===== config.mk =====
export PLATFORM = sky130hd
export DESIGN_NAME = i2c_sequence_control_fields
export DESIGN_NICKNAME = d
export VERILOG_FILES = /design/src/core/i2c_seq_pkg.sv /design/src/core/i2c_sequence_control_fields.sv /design/src/core/line_sync.sv
export VERILOG_INCLUDE_DIRS = /design/src /design/src/core
export SDC_FILE = /design/constraint.sdc
export NUM_CORES = 1
export LEC_CHECK = 0
export ABC_AREA = 1
export CAP_MARGIN = 25
export CORE_MARGIN = 5
export CORE_UTILIZATION = 58
export CTS_BUF_LIST = sky130_fd_sc_hd__clkbuf_16
export CTS_CLUSTER_SIZE = 8
export DETAILED_ROUTE_END_ITERATION = 10
export DONT_BUFFER_PORTS = 1
export PLACE_DENSITY = 0.76
export SLEW_MARGIN = 40
export SYNTH_ARGS = -nofsm -noshare
export SYNTH_HDL_FRONTEND = slang
export SYNTH_HIERARCHICAL = 1
export SYNTH_SLANG_ARGS = --single-unit

===== constraint.sdc =====
create_clock -name pclk -period 1.8 [get_ports pclk]
set_input_delay 0.36 -clock pclk [delete_from_list [all_inputs] [get_ports pclk]]
set_output_delay 0.36 -clock pclk [all_outputs]
set_load 0.01 [all_outputs]

===== src/core/i2c_seq_consts.svh =====
// Purpose: offsets, field positions, reset values and timing for the i2c sequencer
// Assumes: 8-bit byte addresses on the register bus
// Notes: definitions only
`ifndef I2C_SEQ_CONSTS_SVH
`define I2C_SEQ_CONSTS_SVH
// register byte offsets
`define OFS_CTRL_ONE 8'h00
`define OFS_CTRL_TWO 8'h04
`define OFS_DATA 8'h08
`define OFS_STATUS 8'h0C
`define OFS_SLAVE_ADDR 8'h10
// first control register fields
`define C1_PORT_EN 5
`define C1_CLK_REL 4
`define C1_MASTER 3
// second control register fields
`define C2_GENERAL_CALL_ENABLE 7
`define C2_ACK_STATUS 6
`define C2_ACK_DATA_VALUE 5
`define C2_ACK_SEQUENCE_ENABLE 4
`define C2_RECEIVE_ENABLE_FIELD 3
`define C2_PEN 2
`define C2_REPEATED_START_ENABLE 1
`define C2_SEN 0
// status register fields
`define ST_EVENT 0
`define ST_GC 1
`define ST_BUSY 2
`define ST_FULL 3
// reset values and codes
`define CTRL_RESET 8'h00
`define ADDR_RESET 7'h00
`define GEN_CALL_ADDR 8'h00
// bit counts
`define LAST_DATA_BIT 4'h7
`define ACK_SLOT 4'h8
`define SLAVE_ACK_DONE 4'h9
// timing: quarter of a 100 kHz bit, rounded up to whole clocks
`define CLK_PERIOD_NS 10
`define QUARTER_NS 2500
`define QUARTER_CYC ((`QUARTER_NS + `CLK_PERIOD_NS - 1) / `CLK_PERIOD_NS)
`endif


===== src/core/i2c_seq_pkg.sv =====
// Purpose: types shared by the i2c sequencer files
// Assumes: nothing
// Notes: master states gray coded along the usual path
`default_nettype none
package i2c_seq_pkg;
  typedef enum logic [2:0] {
    M_IDLE = 3'b000, M_START = 3'b001, M_TX = 3'b011, M_ACK = 3'b010,
    M_RX = 3'b110, M_RSTART = 3'b111, M_STOP = 3'b101
  } master_state_t;
  typedef enum logic [1:0] {
    S_IDLE = 2'b00, S_ADDR = 2'b01, S_DATA = 2'b11, S_IGNORE = 2'b10
  } slave_state_t;
  // synchronised bus lines and their edges
  typedef struct packed {
    logic scl;
    logic sda;
    logic scl_rise;
    logic scl_fall;
    logic sda_rise;
    logic sda_fall;
  } line_view_t;
endpackage
`default_nettype wire


===== src/core/i2c_sequence_control_fields.sv =====
// Purpose: i2c sequence control fields with master engine and slave receive
// Assumes: APB slave, zero wait states, open-drain pins resolved outside
// Notes: scl is sampled by pclk; slave transmit is not handled
// Function
// - general call address interrupts only when enabled or when own address is zero
// - ack status shows slave acknowledge, 1 means none
// - ack data sets level driven in ack slot
// - ack sequence drives ack, then self clears
// - receive enable clocks in one master byte
// - stop enable drives stop, then self clears
// - repeated start enable drives repeated start
// - start enable drives start in master mode
// - same field enables stretching in slave mode
// - all fields readable and reset to zero, all but ack status writable
// - stretch holds scl low until clock release
// - nothing acts unless port enable set
//
// The implementer's own choices: the APB register port and the address map.
`include "i2c_seq_consts.svh"
`default_nettype none
module i2c_sequence_control_fields
  import i2c_seq_pkg::*;
#(
  parameter int unsigned QUARTER_CYCLES = `QUARTER_CYC
) (
  // clock and reset
  input wire logic pclk,
  input wire logic presetn,
  // apb
  input wire logic psel,
  input wire logic penable,
  input wire logic pwrite,
  input wire logic [7:0] paddr,
  input wire logic [31:0] pwdata,
  output logic [31:0] prdata,
  output logic pready,
  output logic pslverr,
  // i2c pins
  input wire logic scl_in,
  output logic scl_o,
  output logic scl_oe,
  input wire logic sda_in,
  output logic sda_o,
  output logic sda_oe,
  // event level
  output logic serial_event
);
  localparam logic [11:0] QLOAD = 12'(QUARTER_CYCLES - 1);

  line_view_t lines;
  master_state_t m_state_reg, launch_state;
  slave_state_t s_state_reg;
  logic [7:0] c2_reg, tx_byte_reg, rx_byte_reg, tx_shift_reg, rx_shift_reg, s_shift_reg;
  logic [6:0] slave_addr_reg;
  logic [1:0] phase_reg;
  logic [3:0] bit_reg, s_bits_reg;
  logic [11:0] qcnt_reg;
  logic [31:0] prdata_reg;
  logic port_en_reg, master_reg, clk_rel_reg, event_reg, gc_reg, full_reg, tx_pend_reg;
  logic scl_drv_reg, sda_drv_reg, s_ack_reg, s_took_reg, stretch_reg;
  logic master_en, slave_en, running, step, m_last, m_done, launch_ok;
  logic wr, rd, s_decide, s_hit, s_load, s_event, stretch_start;

  // address decode for the error answer; the read mux decodes on its own
  function automatic logic mapped(input logic [7:0] a);
    mapped = (a == `OFS_CTRL_ONE) || (a == `OFS_CTRL_TWO) || (a == `OFS_DATA) ||
             (a == `OFS_STATUS) || (a == `OFS_SLAVE_ADDR);
  endfunction

  // own write address or enabled general call
  function automatic logic addr_match(input logic [7:0] b, input logic [6:0] own, input logic general_call_enable);
    addr_match = (general_call_enable && b == `GEN_CALL_ADDR) || (b[7:1] == own && !b[0]);
  endfunction

  line_sync u_sync (
    .pclk(pclk),
    .presetn(presetn),
    .scl_in(scl_in),
    .sda_in(sda_in),
    .view(lines)
  );

  ////////////////////////////////////////////////////////////////////////////
  // apb slave
  assign wr = psel && penable && pwrite;
  assign rd = psel && penable && !pwrite;
  assign pready = 1'b1;
  assign pslverr = psel && penable && !mapped(paddr);
  assign prdata = prdata_reg;

  // read data captured in the setup cycle
  always_ff @(posedge pclk or negedge presetn) begin
    if (!presetn) begin
      prdata_reg <= 32'h0000_0000;
    end else if (psel && !penable) begin
      unique case (paddr)
        `OFS_CTRL_ONE: prdata_reg <= {26'h0, port_en_reg, clk_rel_reg, master_reg, 3'h0};
        `OFS_CTRL_TWO: prdata_reg <= {24'h0, c2_reg};
        `OFS_DATA: prdata_reg <= {24'h0, rx_byte_reg};
        `OFS_STATUS: prdata_reg <= {28'h0, full_reg, running, gc_reg, event_reg};
        `OFS_SLAVE_ADDR: prdata_reg <= {25'h0, slave_addr_reg};
        default: prdata_reg <= 32'h0000_0000;
      endcase
    end
  end

  ////////////////////////////////////////////////////////////////////////////
  // first control register; hardware clears clock release on a stretch
  always_ff @(posedge pclk or negedge presetn) begin
    if (!presetn) begin
      port_en_reg <= 1'b0;
      master_reg <= 1'b0;
      clk_rel_reg <= 1'b0;
    end else begin
      if (stretch_start) begin
        clk_rel_reg <= 1'b0;
      end
      if (wr && paddr == `OFS_CTRL_ONE) begin
        port_en_reg <= pwdata[`C1_PORT_EN];
        master_reg <= pwdata[`C1_MASTER];
        clk_rel_reg <= pwdata[`C1_CLK_REL];
      end
    end
  end

  assign master_en = port_en_reg && master_reg;
  assign slave_en = port_en_reg && !master_reg;

  // second control register; command bits self clear when done
  always_ff @(posedge pclk or negedge presetn) begin
    if (!presetn) begin
      c2_reg <= `CTRL_RESET;
    end else begin
      if (m_done) begin
        unique case (m_state_reg)
          M_START: c2_reg[`C2_SEN] <= 1'b0;
          M_RSTART: c2_reg[`C2_REPEATED_START_ENABLE] <= 1'b0;
          M_STOP: c2_reg[`C2_PEN] <= 1'b0;
          M_RX: c2_reg[`C2_RECEIVE_ENABLE_FIELD] <= 1'b0;
          M_ACK: c2_reg[`C2_ACK_SEQUENCE_ENABLE] <= 1'b0;
          default: ;
        endcase
      end
      if (step && m_state_reg == M_TX && phase_reg == 2'h2 && bit_reg == `ACK_SLOT) begin
        c2_reg[`C2_ACK_STATUS] <= lines.sda;
      end
      if (wr && paddr == `OFS_CTRL_TWO) begin
        c2_reg[`C2_GENERAL_CALL_ENABLE] <= pwdata[`C2_GENERAL_CALL_ENABLE];
        c2_reg[5:0] <= pwdata[5:0]; // ack status kept
      end
    end
  end

  // data, status and slave address
  always_ff @(posedge pclk or negedge presetn) begin
    if (!presetn) begin
      tx_byte_reg <= 8'h00;
      rx_byte_reg <= 8'h00;
      slave_addr_reg <= `ADDR_RESET;
      tx_pend_reg <= 1'b0;
      event_reg <= 1'b0;
      gc_reg <= 1'b0;
      full_reg <= 1'b0;
    end else begin
      if (wr && paddr == `OFS_DATA) begin
        tx_byte_reg <= pwdata[7:0];
      end
      if (wr && paddr == `OFS_SLAVE_ADDR) begin
        slave_addr_reg <= pwdata[6:0];
      end
      tx_pend_reg <= (wr && paddr == `OFS_DATA && master_en) ||
                     (tx_pend_reg && master_en && !(launch_ok && launch_state == M_TX));
      if (m_done && m_state_reg == M_RX) begin
        rx_byte_reg <= rx_shift_reg;
      end else if (s_load) begin
        rx_byte_reg <= s_shift_reg;
      end
      // sticky flags: a set in the clearing cycle wins
      event_reg <= m_done || s_event || (event_reg && !(wr && paddr == `OFS_STATUS && pwdata[`ST_EVENT]));
      gc_reg <= (s_event && s_state_reg == S_ADDR && s_shift_reg == `GEN_CALL_ADDR) ||
                (gc_reg && !(wr && paddr == `OFS_STATUS && pwdata[`ST_GC]));
      full_reg <= (m_done && m_state_reg == M_RX) || s_load || (full_reg && !(rd && paddr == `OFS_DATA));
    end
  end

  ////////////////////////////////////////////////////////////////////////////
  // quarter-bit divider, runs only while a sequence is active
  assign running = m_state_reg != M_IDLE;

  always_ff @(posedge pclk or negedge presetn) begin
    if (!presetn) begin
      qcnt_reg <= 12'h000;
    end else if (!running || qcnt_reg == 12'h000) begin
      qcnt_reg <= QLOAD;
    end else begin
      qcnt_reg <= qcnt_reg - 12'h001;
    end
  end

  // waits in phase 2 while a slave stretches scl
  assign step = running && qcnt_reg == 12'h000 && !(phase_reg == 2'h2 && !lines.scl);

  // last quarter of each sequence
  always_comb begin
    unique case (m_state_reg)
      M_START, M_STOP: m_last = phase_reg == 2'h2;
      M_RSTART, M_ACK: m_last = phase_reg == 2'h3;
      M_TX: m_last = phase_reg == 2'h3 && bit_reg == `ACK_SLOT;
      M_RX: m_last = phase_reg == 2'h3 && bit_reg == `LAST_DATA_BIT;
      default: m_last = 1'b0;
    endcase
  end
  assign m_done = step && m_last;

  // launch priority among pending commands
  always_comb begin
    launch_state = M_IDLE;
    if (c2_reg[`C2_SEN]) begin
      launch_state = M_START;
    end else if (c2_reg[`C2_REPEATED_START_ENABLE]) begin
      launch_state = M_RSTART;
    end else if (c2_reg[`C2_PEN]) begin
      launch_state = M_STOP;
    end else if (c2_reg[`C2_RECEIVE_ENABLE_FIELD]) begin
      launch_state = M_RX;
    end else if (c2_reg[`C2_ACK_SEQUENCE_ENABLE]) begin
      launch_state = M_ACK;
    end else if (tx_pend_reg) begin
      launch_state = M_TX;
    end
  end
  assign launch_ok = master_en && !running;

  // master sequencer state
  always_ff @(posedge pclk or negedge presetn) begin
    if (!presetn) begin
      m_state_reg <= M_IDLE;
      phase_reg <= 2'h0;
      bit_reg <= 4'h0;
    end else if (!master_en) begin
      m_state_reg <= M_IDLE;
      phase_reg <= 2'h0;
      bit_reg <= 4'h0;
    end else if (!running) begin
      m_state_reg <= launch_state;
      phase_reg <= 2'h0;
      bit_reg <= 4'h0;
    end else if (step) begin
      phase_reg <= phase_reg + 2'h1;
      if (phase_reg == 2'h3) begin
        bit_reg <= bit_reg + 4'h1;
      end
      if (m_last) begin
        m_state_reg <= M_IDLE;
      end
    end
  end

  // master line drive and shifting, one quarter at a time
  always_ff @(posedge pclk or negedge presetn) begin
    if (!presetn) begin
      scl_drv_reg <= 1'b0;
      sda_drv_reg <= 1'b0;
      tx_shift_reg <= 8'h00;
      rx_shift_reg <= 8'h00;
    end else if (!master_en) begin
      scl_drv_reg <= 1'b0;
      sda_drv_reg <= 1'b0;
    end else if (launch_ok && launch_state == M_TX) begin
      tx_shift_reg <= tx_byte_reg;
    end else if (step) begin
      unique case (m_state_reg)
        M_START: begin
          if (phase_reg == 2'h1) sda_drv_reg <= 1'b1;
          if (phase_reg == 2'h2) scl_drv_reg <= 1'b1;
        end
        M_RSTART: begin
          if (phase_reg == 2'h0) sda_drv_reg <= 1'b0;
          if (phase_reg == 2'h1) scl_drv_reg <= 1'b0;
          if (phase_reg == 2'h2) sda_drv_reg <= 1'b1;
          if (phase_reg == 2'h3) scl_drv_reg <= 1'b1;
        end
        M_STOP: begin
          if (phase_reg == 2'h0) sda_drv_reg <= 1'b1;
          if (phase_reg == 2'h1) scl_drv_reg <= 1'b0;
          if (phase_reg == 2'h2) sda_drv_reg <= 1'b0;
        end
        M_TX: begin
          if (phase_reg == 2'h0) sda_drv_reg <= (bit_reg != `ACK_SLOT) && !tx_shift_reg[7];
          if (phase_reg == 2'h1) scl_drv_reg <= 1'b0;
          if (phase_reg == 2'h3) begin
            scl_drv_reg <= 1'b1;
            tx_shift_reg <= {tx_shift_reg[6:0], 1'b0};
          end
        end
        M_RX: begin
          if (phase_reg == 2'h0) sda_drv_reg <= 1'b0;
          if (phase_reg == 2'h1) scl_drv_reg <= 1'b0;
          if (phase_reg == 2'h2) rx_shift_reg <= {rx_shift_reg[6:0], lines.sda};
          if (phase_reg == 2'h3) scl_drv_reg <= 1'b1;
        end
        M_ACK: begin
          if (phase_reg == 2'h0) sda_drv_reg <= !c2_reg[`C2_ACK_DATA_VALUE];
          if (phase_reg == 2'h1) scl_drv_reg <= 1'b0;
          if (phase_reg == 2'h3) scl_drv_reg <= 1'b1;
        end
        default: ;
      endcase
    end
  end

  ////////////////////////////////////////////////////////////////////////////
  // slave receive: decide on the falling edge of the eighth clock
  assign s_decide = slave_en && lines.scl_fall && s_bits_reg == `ACK_SLOT;
  assign s_hit = s_state_reg == S_ADDR && addr_match(s_shift_reg, slave_addr_reg, c2_reg[`C2_GENERAL_CALL_ENABLE]);
  assign s_load = s_decide && s_state_reg == S_DATA && !full_reg;
  assign s_event = s_decide && (s_hit || s_load);
  assign stretch_start = slave_en && lines.scl_fall && s_bits_reg == `SLAVE_ACK_DONE &&
                         s_state_reg == S_DATA && s_took_reg && c2_reg[`C2_SEN];

  always_ff @(posedge pclk or negedge presetn) begin
    if (!presetn) begin
      s_state_reg <= S_IDLE;
      s_bits_reg <= 4'h0;
      s_shift_reg <= 8'h00;
      s_ack_reg <= 1'b0;
      s_took_reg <= 1'b0;
    end else if (!slave_en) begin
      s_state_reg <= S_IDLE;
      s_bits_reg <= 4'h0;
      s_ack_reg <= 1'b0;
      s_took_reg <= 1'b0;
    end else if (lines.sda_fall && lines.scl) begin
      s_state_reg <= S_ADDR;
      s_bits_reg <= 4'h0;
      s_ack_reg <= 1'b0;
    end else if (lines.sda_rise && lines.scl) begin
      s_state_reg <= S_IDLE;
      s_ack_reg <= 1'b0;
    end else if (s_state_reg != S_IDLE) begin
      if (lines.scl_rise) begin
        s_shift_reg <= {s_shift_reg[6:0], lines.sda};
        s_bits_reg <= s_bits_reg + 4'h1;
      end
      if (s_decide) begin
        s_ack_reg <= s_hit || s_load;
        s_took_reg <= s_load;
        if (s_state_reg == S_ADDR) begin
          s_state_reg <= s_hit ? S_DATA : S_IGNORE;
        end
      end
      if (lines.scl_fall && s_bits_reg == `SLAVE_ACK_DONE) begin
        s_ack_reg <= 1'b0;
        s_bits_reg <= 4'h0;
      end
    end
  end

  // clock hold after a received data byte
  always_ff @(posedge pclk or negedge presetn) begin
    if (!presetn) begin
      stretch_reg <= 1'b0;
    end else begin
      stretch_reg <= stretch_start || (stretch_reg && slave_en && !clk_rel_reg);
    end
  end

  ////////////////////////////////////////////////////////////////////////////
  // open-drain pins: only ever pull low
  assign scl_o = 1'b0;
  assign sda_o = 1'b0;
  assign scl_oe = scl_drv_reg || stretch_reg;
  assign sda_oe = sda_drv_reg || s_ack_reg;
  assign serial_event = event_reg;

  ////////////////////////////////////////////////////////////////////////////
  // checks
  AST_GC_EVENT: assert property (@(posedge pclk) disable iff (!presetn)
    s_decide && s_state_reg == S_ADDR && s_shift_reg == `GEN_CALL_ADDR && c2_reg[`C2_GENERAL_CALL_ENABLE]
    |=> event_reg && gc_reg && sda_oe)
    else $error("general call not answered");
  AST_GC_OFF: assert property (@(posedge pclk) disable iff (!presetn)
    s_decide && s_state_reg == S_ADDR && s_shift_reg == `GEN_CALL_ADDR && !c2_reg[`C2_GENERAL_CALL_ENABLE] &&
    slave_addr_reg != `ADDR_RESET |=> !s_ack_reg && !$rose(gc_reg))
    else $error("disabled general call acknowledged");
  AST_ACK_STATUS: assert property (@(posedge pclk) disable iff (!presetn)
    step && m_state_reg == M_TX && phase_reg == 2'h2 && bit_reg == `ACK_SLOT
    |=> c2_reg[`C2_ACK_STATUS] == $past(lines.sda))
    else $error("ack status not taken from slot");
  AST_ACK_DATA_VALUE: assert property (@(posedge pclk) disable iff (!presetn)
    m_state_reg == M_ACK && phase_reg != 2'h0 |-> sda_oe == !c2_reg[`C2_ACK_DATA_VALUE])
    else $error("ack slot level wrong");
  AST_ACK_SEQUENCE_ENABLE_CLR: assert property (@(posedge pclk) disable iff (!presetn)
    m_done && master_en && m_state_reg == M_ACK && !(wr && paddr == `OFS_CTRL_TWO)
    |=> !c2_reg[`C2_ACK_SEQUENCE_ENABLE] && !running && scl_drv_reg)
    else $error("ack sequence not cleared");
  AST_RX_DONE: assert property (@(posedge pclk) disable iff (!presetn)
    m_done && m_state_reg == M_RX |=> full_reg && rx_byte_reg == $past(rx_shift_reg))
    else $error("received byte not stored");
  AST_STOP: assert property (@(posedge pclk) disable iff (!presetn)
    m_done && m_state_reg == M_STOP |=> !sda_drv_reg && !scl_drv_reg && !running)
    else $error("stop left lines driven");
  AST_RSTART: assert property (@(posedge pclk) disable iff (!presetn)
    m_done && m_state_reg == M_RSTART |=> sda_drv_reg && scl_drv_reg)
    else $error("repeated start ended wrong");
  AST_START: assert property (@(posedge pclk) disable iff (!presetn)
    step && m_state_reg == M_START && phase_reg == 2'h1 |=> sda_drv_reg && !scl_drv_reg)
    else $error("start drove scl before sda");
  AST_STRETCH: assert property (@(posedge pclk) disable iff (!presetn)
    stretch_start && !(wr && paddr == `OFS_CTRL_ONE) |=> scl_oe && !clk_rel_reg)
    else $error("stretch not held");
  AST_PORT_OFF: assert property (@(posedge pclk) disable iff (!presetn)
    !port_en_reg |=> !running && !s_ack_reg)
    else $error("engine active with port off");
  AST_ACK_STATUS_WR: assert property (@(posedge pclk) disable iff (!presetn)
    wr && paddr == `OFS_CTRL_TWO && !(step && m_state_reg == M_TX) |=> $stable(c2_reg[`C2_ACK_STATUS]))
    else $error("software changed ack status");
endmodule
`default_nettype wire


===== src/core/line_sync.sv =====
// Purpose: bring scl and sda into the pclk domain and find their edges
// Assumes: lines come straight from pins
// Notes: first stage feeds only the second stage
`default_nettype none
module line_sync
  import i2c_seq_pkg::*;
(
  // clock and reset
  input wire logic pclk,
  input wire logic presetn,
  // raw pins
  input wire logic scl_in,
  input wire logic sda_in,
  // synchronised view
  output var line_view_t view
);
  logic [1:0] meta_reg;
  logic [1:0] sync_reg;
  logic [1:0] last_reg;

  // two stages, then one for edge finding; idle bus reads high
  always_ff @(posedge pclk or negedge presetn) begin
    if (!presetn) begin
      meta_reg <= 2'h3;
      sync_reg <= 2'h3;
      last_reg <= 2'h3;
    end else begin
      meta_reg <= {scl_in, sda_in};
      sync_reg <= meta_reg;
      last_reg <= sync_reg;
    end
  end

  // edges from stable stages only
  assign view = '{
    scl: sync_reg[1],
    sda: sync_reg[0],
    scl_rise: sync_reg[1] & ~last_reg[1],
    scl_fall: ~sync_reg[1] & last_reg[1],
    sda_rise: sync_reg[0] & ~last_reg[0],
    sda_fall: ~sync_reg[0] & last_reg[0]
  };
endmodule
`default_nettype wire


-- Yosys cells after proc, flatten, opt, wreduce, memory -nomap -nowiden
Cells that the tools add are included.
W data, S select, Z words.
- output and inout port bits: 39
- input bits: 47
- register bits: 132
- word-level logic and storage cells: 293
- reduce and logical (&&, ||, !) cells: 121
- mux-type cells: 77
- bitwise operators: 11
- add/sub/neg operators: 4
- equal/unequal tests: 45
- operators by type and width (cell ; count):
    $logic_and A1 B1 Y1 ; 53
    $mux W8 ; 6
    $mux W4 ; 10
    $pmux W8 S5 ; 1
    $mux W1 ; 35
    $mux W3 ; 8
    $reduce_bool A2 Y1 ; 12
    $mux W2 ; 11
    $eq A8 B4 Y1 const B ; 2
    $logic_not A1 Y1 ; 16
    $logic_not A8 Y1 ; 2
    $logic_or A1 B1 Y1 ; 16
    $reduce_and A2 Y1 ; 8
    $eq A4 B4 Y1 const B ; 3
    $logic_not A12 Y1 ; 1
    $mux W12 ; 1
    $ne A3 B2 Y1 const B ; 4
    $ne A3 B3 Y1 const B ; 4
    $ne A4 B1 Y1 const B ; 3
    $reduce_and A4 Y1 ; 3
    $sub A12 B1 Y12 const B ; 1
    $mux W5 ; 2
    $reduce_and A5 Y1 ; 2
    $eq A3 B2 Y1 const B ; 3
    28 further kinds ; 51

-- Logic depth before layout (Yosys ltp)
- word-level depth: 13
- depth in mapped cells: 12
- depth with buffers taken out: 12

-- Modules after synthesis
The synthesis kept the hierarchy.
- by module, submodules not included (module ; cells an instance ; area each (um2) ; times used):
    i2c_sequence_control_fields ; 780 ; 5918.2 ; 1
    line_sync ; 14 ; 187.7 ; 1

-- Least setup slack after synthesis
Ideal clock, no wire load.
- path kind: reg2reg
- start point: register phase_reg[0]
- end point: register rx_shift_reg[6]
- stages on the path, launching flop included: 11
- arrival time: 1.693 ns
- library setup time: 0.117 ns
- slack: -0.010 ns
- path buffers: 1
- period minus slack after synthesis: 1.810 ns
- path through: dfrtp_1 -> inv_1 -> ha_1 -> inv_1 -> or2_2 -> nand3_4 -> nor3_4 -> nand3_2 -> buf_6 -> nand2_1 -> o21ai_2
- longest elaborated chain between the ends: 5
- RTL lines (what ; line ; text):
    start: declaration ; i2c_sequence_control_fields.sv:55 ; logic [1:0] phase_reg;
    start signal: assignment ; i2c_sequence_control_fields.sv:249 ; phase_reg <= phase_reg + 2'h1;
    $eq A2 B2 Y1 * ; i2c_sequence_control_fields.sv:201, i2c_sequence_control_fields.sv:299 ;
    $logic_and A1 B1 Y1 ; i2c_sequence_control_fields.sv:201 ; assign step = running && qcnt_reg == 12'h000 && !(phase_reg == 2'h2 && !lines.scl);
    $logic_not A1 Y1 ; i2c_sequence_control_fields.sv:201 ;
    $logic_and A1 B1 Y1 ; i2c_sequence_control_fields.sv:201 ;
    $reduce_and A5 Y1 (no line) * ; n/a ;
    end signal: assignment ; i2c_sequence_control_fields.sv:299 ; if (phase_reg == 2'h2) rx_shift_reg <= {rx_shift_reg[6:0], lines.sda};
    end: declaration ; i2c_sequence_control_fields.sv:53 ; logic [7:0] c2_reg, tx_byte_reg, rx_byte_reg, tx_shift_reg, rx_shift_reg, s_shift_reg;
Mark *: on every way between the ends. The rest lies on a longest branch, timed or not.
A chain may end at the register's enable or synchronous reset.

-- Final worst setup path
- start point: register bit_reg[0]
- end point: register rx_byte_reg[1]
- longest elaborated chain between the ends: 6
- elaborated cells between the ends (all ways): 9
- classes of those cells: 2 x eq/ne; 2 x mux; 5 x reduce/logical
- RTL lines (what ; line ; text):
    start: declaration ; i2c_sequence_control_fields.sv:56 ; logic [3:0] bit_reg, s_bits_reg;
    start signal: assignment ; i2c_sequence_control_fields.sv:251 ; bit_reg <= bit_reg + 4'h1;
    $eq A4 B3 Y1 (no line) or $eq A4 B4 Y1 (tied branches) ; n/a ;
    $logic_and A1 B1 Y1 (no line) ; n/a ;
    $pmux W1 S4 * ; i2c_sequence_control_fields.sv:205 ; unique case (m_state_reg)
    $logic_and A1 B1 Y1 * ; i2c_sequence_control_fields.sv:213 ; assign m_done = step && m_last;
    $logic_and A1 B1 Y1 * ; i2c_sequence_control_fields.sv:173 ; if (m_done && m_state_reg == M_RX) begin
    $mux W8 or $reduce_bool A2 Y1 (tied branches) ; n/a ;
    end signal: assignment ; i2c_sequence_control_fields.sv:174 ; rx_byte_reg <= rx_shift_reg;
    end signal: assignment ; i2c_sequence_control_fields.sv:176 ; rx_byte_reg <= s_shift_reg;
    end: declaration ; i2c_sequence_control_fields.sv:53 ;
Marked as above.

==> impl_table.tex <==
\begin{tabular}{lr}
\hline
Metric & Value \\
\hline
\multicolumn{2}{l}{\textbf{Floorplanning}} \\
\quad Row count & 37 \\
\quad Die area & 0.0127 mm² \\
\quad Die extent in x & 113 µm \\
\quad Effective utilization at floorplan & 59.4\% \\
\quad Total core area & 0.0103 mm² \\
\quad Die H & 113 µm \\
\quad Io pins & 86 \\
\multicolumn{2}{l}{\textbf{Cells and area}} \\
\quad Most common cell after layout, fill and taps aside & nand2\_1 \\
\quad Final nets & 902 \\
\quad Largest register FFs & 12 \\
\quad Cell Count, Final, Fillers Out & 985 \\
\quad Fraction of layout instances using a drive strength above 1 & 18.5\% \\
\quad Fill cell total of the finished layout & 842 \\
\quad Most frequent cells in the layout & 215 x nand2\_1, 101 x dfrtp\_1, 94 x inv\_1 \\
\quad Synth-to-layout area growth & 14.5\% \\
\quad Number of antenna cells inserted & 0 \\
\multicolumn{2}{l}{\textbf{Yosys}} \\
\quad Mean Syn Cell Area & 7.69 µm² \\
\quad Area leader, netlist & dfrtp\_1 \\
\quad Asr flop ratio synth & 100\% \\
\quad Count of warnings emitted by yosys & 6 \\
\quad Distinct cells, synth & 46 \\
\quad Leading post-synthesis cells by cell area & dfrtp\_1 42\%, nand2\_1 14\%, inv\_1 6.3\% \\
\quad Sequential fraction of the synthesis area & 44.4\% \\
\quad Count of mapped cells out of synthesis & 794 \\
\quad Cell area after technology mapping & 0.00611 mm² \\
\quad Flop and latch count out of synthesis & 108 \\
\quad Number of enable flip-flop cells after synthesis & 0 \\
\quad Prevailing post-synth register cell & dfrtp\_1 \\
\quad Area share of the leading cell type in the synthesized netlist & 41.8\% \\
\multicolumn{2}{l}{\textbf{Power and ir drop}} \\
\quad Clock network power share & 42.3\% \\
\quad Leakage power of the design & 3.48 nW \\
\quad Switching pwr & 0.00107 W \\
\quad Worst-case vdd ir drop & 0.000656 V \\
\quad Share of total power in sequential cells & 55.0\% \\
\quad Switching part of the total power & 23.8\% \\
\quad Power density of the placed cells & 644 mW/mm² \\
\quad Combinational Power Share & 2.7\% \\
\quad Internal power contribution & 0.00343 W \\
\multicolumn{2}{l}{\textbf{Worst setup path}} \\
\quad Worst Setup Start Kind & flop \\
\quad Largest fanout on the critical path & 7 \\
\quad Largest stage delay, worst path & 410 ps \\
\quad Reg2Reg Launch Point & bit\_reg[0]\$\_DFFE\_PN0P\_ \\
\quad Kind of critical path & reg -> reg \\
\quad Capture instance of the worst register-to-register path & rx\_byte\_reg[1]\$\_DFFE\_PN0P\_ \\
\quad Max stage delay cell, worst path & dfrtp\_1 \\
\quad Setup slack, reg-to-reg & 10 ps \\
\quad Critical path data required time & 2100 ps \\
\quad Worst r2r path cells & 13 \\
\quad Critical path data arrival time & 2090 ps \\
\quad Crit. End Element & flop \\
\quad Cell-by-cell trace of the critical path & inv\_2 -> ha\_1 -> nand2\_1 -> nor2\_2 -> nand2\_2 -> nand3\_1 -> nand2\_2 -> nand2\_4 -> buf\_4 -> nand3\_4 -> nand2\_2 -> nand2\_1 -> nand2\_1 \\
\multicolumn{2}{l}{\textbf{Route}} \\
\quad Router iterations before antenna repair & 5 \\
\quad Detailed-route via count & 5370 \\
\quad Antenna violation net count after detailed routing & 0 \\
\quad DRC errors left & 0 \\
\quad Final routed wire length divided by cell count & 15.5 µm \\
\quad Routed wire length & 15300 µm \\
\quad Violation count after the first detailed-route iteration & 506 \\
\quad Vias per cell & 5.45 \\
\multicolumn{2}{l}{\textbf{Timing}} \\
\quad Minimum clock period & 1790 ps \\
\quad Final Hold Slack & -303 ps \\
\quad Fin crit share & 99.4\% \\
\quad Post-route clock skew & 10.7 ps \\
\quad Final count of pins violating max slew & 0 \\
\quad Number of hold violations in the final report & 108 \\
\quad Unrepaired setup endpoints after global routing & true \\
\quad Maximum clock rate & 559 MHz \\
\quad Number of failing setup endpoints in the final timing report & 0 \\
\multicolumn{2}{l}{\textbf{Clocking}} \\
\quad TritonCTS buffer count & 9 \\
\quad Maximum root-to-sink buffer count & 2 \\
\quad Number of buffers inserted for hold repair after clock tree synthesis & 2 \\
\quad Root Driver & clkbuf\_16 \\
\quad Clk Latency, worst-skew pair & 360 ps \\
\quad CTS sink count & 108 \\
\quad Max H-tree Level & 3 \\
\quad TritonCTS clock tree & yes \\
\quad Clock transition at path regs & 70 ps \\
\multicolumn{2}{l}{\textbf{Placement}} \\
\quad Placer's final routability congestion estimate & 0.949 \\
\quad DP HPWL & 10800 µm \\
\quad Inst Count DP & 947 \\
\quad Buffers on Ports & 0 \\
\multicolumn{2}{l}{\textbf{Status}} \\
\quad Status & complete, but fails checks \\
\quad Violated checks & hold timing \\
\multicolumn{2}{l}{\textbf{Global route}} \\
\quad Gr usage total & 23.8\% \\
\quad Vias in the first global route & 5045 \\
\quad Maximum number of pins on one net before global-route repair & 109 \\
\quad Global-route congestion overflow total & 0 \\
\quad Global-route wire length before repair & 24300 µm \\
\quad Initial antenna violation count & 0 \\
\multicolumn{2}{l}{\textbf{Flow run}} \\
\quad Max-cap viol count & 0 \\
\multicolumn{2}{l}{\textbf{Min path}} \\
\quad Type of the worst min-delay path & in -> async \\
\hline
\end{tabular}
==> logic make-up after synthesis <==
group,Yosys count,share of synthesized area (%)
AO/OA/AOI/OAI,106,9.75
XOR/XNOR,9,1.29
adder cells (fa/ha/maj),11,2.25
buffers and inverters,146,11.3
flip-flops,108,44.4
multiplexers,1,0.184
other,2,0.123
AND/OR/NAND/NOR,411,30.7
==> cell type report <==
type / count / area (µm²) / share of cell area, %
clock inverter: 7 / 50.0 / 0.716
clock buffer: 9 / 225 / 3.22
timing repair inverter: 1 / 7.51 / 0.107
inverter: 108 / 414 / 5.92
sequential: 108 / 2710 / 38.8
tap: 136 / 170 / 2.43
multi-input combinational: 568 / 3010 / 43.0
timing repair buffer: 48 / 404 / 5.78
==> stage by stage <==
| stage | setup TNS (ps) | area (µm²) | utilization (%) | worst slack [ps] | total power (W) |
|---|---|---|---|---|---|
| after CTS | 0 | 6630 | 64.5 | 9.43 | 0.00452 |
| after global placement | 0 | 6330 | 61.6 | 24.1 | 0.00263 |
| after global routing | -904 | 6990 | 68.0 | -133 | 0.00464 |
| after detailed placement | -20.1 | 6330 | 61.6 | -17.9 | 0.00263 |
| after floorplan | 0 | 6200 | - | 40.5 | 0.00264 |
| final | 0 | 6990 | 68.0 | 10.1 | 0.00450 |
==> how the worst max path moves through the flow <==
| stage | from | endpoint | slack [ps] | cells after the start |
|---|---|---|---|---|
| 6_report | bit_reg[0]$_DFFE_PN0P_ | rx_byte_reg[1]$_DFFE_PN0P_ | 10 | 13 |
| 4_1_cts | phase_reg[0]$_DFFE_PN0P_ | tx_shift_reg[2]$_DFFE_PN0P_ | 9 | 11 |
| 3_3_place_gp | m_state_reg[1]$_DFFE_PN0P_ | qcnt_reg[9]$_DFF_PN0_ | 20 | 6 |
| 2_1_floorplan | phase_reg[0]$_DFFE_PN0P_ | rx_shift_reg[6]$_DFFE_PN0P_ | 40 | 10 |
| 5_1_grt | bit_reg[1]$_DFFE_PN0P_ | rx_byte_reg[1]$_DFFE_PN0P_ | -130 | 13 |
| 3_5_place_dp | m_state_reg[1]$_DFFE_PN0P_ | qcnt_reg[9]$_DFF_PN0_ | -20 | 6 |
==> layer usage <==
metal,GRT usage [%],up-vias,share of wire (%)
li1,-,2578,-
met1,31.4,2536,43
met2,37.7,227,47
met3,5.71,29,8.0
met4,9.70,0,2.6
met5,0,-,0
==> worst max-delay path, delay by kind of cell, from the launching register on <==
family                     cells  cell delay [ps]
DFF                            1              410
buffers and inverters          2              210
adders and majority gates      1              150
and+or+nand+nor               10              960
==> synthesized netlist by cell type (3+ instances only) <==
master / instances
a21oi_1: 21
buf_2: 3
buf_4: 30
buf_6: 3
dfrtp_1: 102
dfstp_2: 6
ha_1: 11
inv_1: 103
inv_2: 3
nand2_1: 223
nand2_2: 4
nand3_1: 55
nand4_1: 21
nor2_1: 73
nor2_2: 5
nor2_4: 4
nor3_1: 7
nor3_4: 3
o21ai_0: 59
o21ai_1: 7
o21ai_2: 8
o31ai_1: 3
or2_2: 5
xnor2_1: 3
xor2_1: 6
==> power by group through the flow <==
stage / clock network, W / registers [W] / logic (W)
6_report: 0.00190 / 0.00247 / 0.000121
5_1_grt: 0.00203 / 0.00248 / 0.000136
4_1_cts: 0.00194 / 0.00247 / 0.000114
3_5_place_dp: 0 / 0.00252 / 0.000110
3_3_place_gp: 0 / 0.00252 / 0.000107
2_1_floorplan: 0 / 0.00251 / 0.000131
==> timing repair <==
action | CTS | global route
resized for setup | 2 | 62
pin swaps | 0 | 16
gates cloned | 0 | 4
buffers inserted | 0 | 16
setup endpoints to repair | 5 | 47
hold endpoints to repair | 110 | 108
Power figures use the tool's default switching activity.
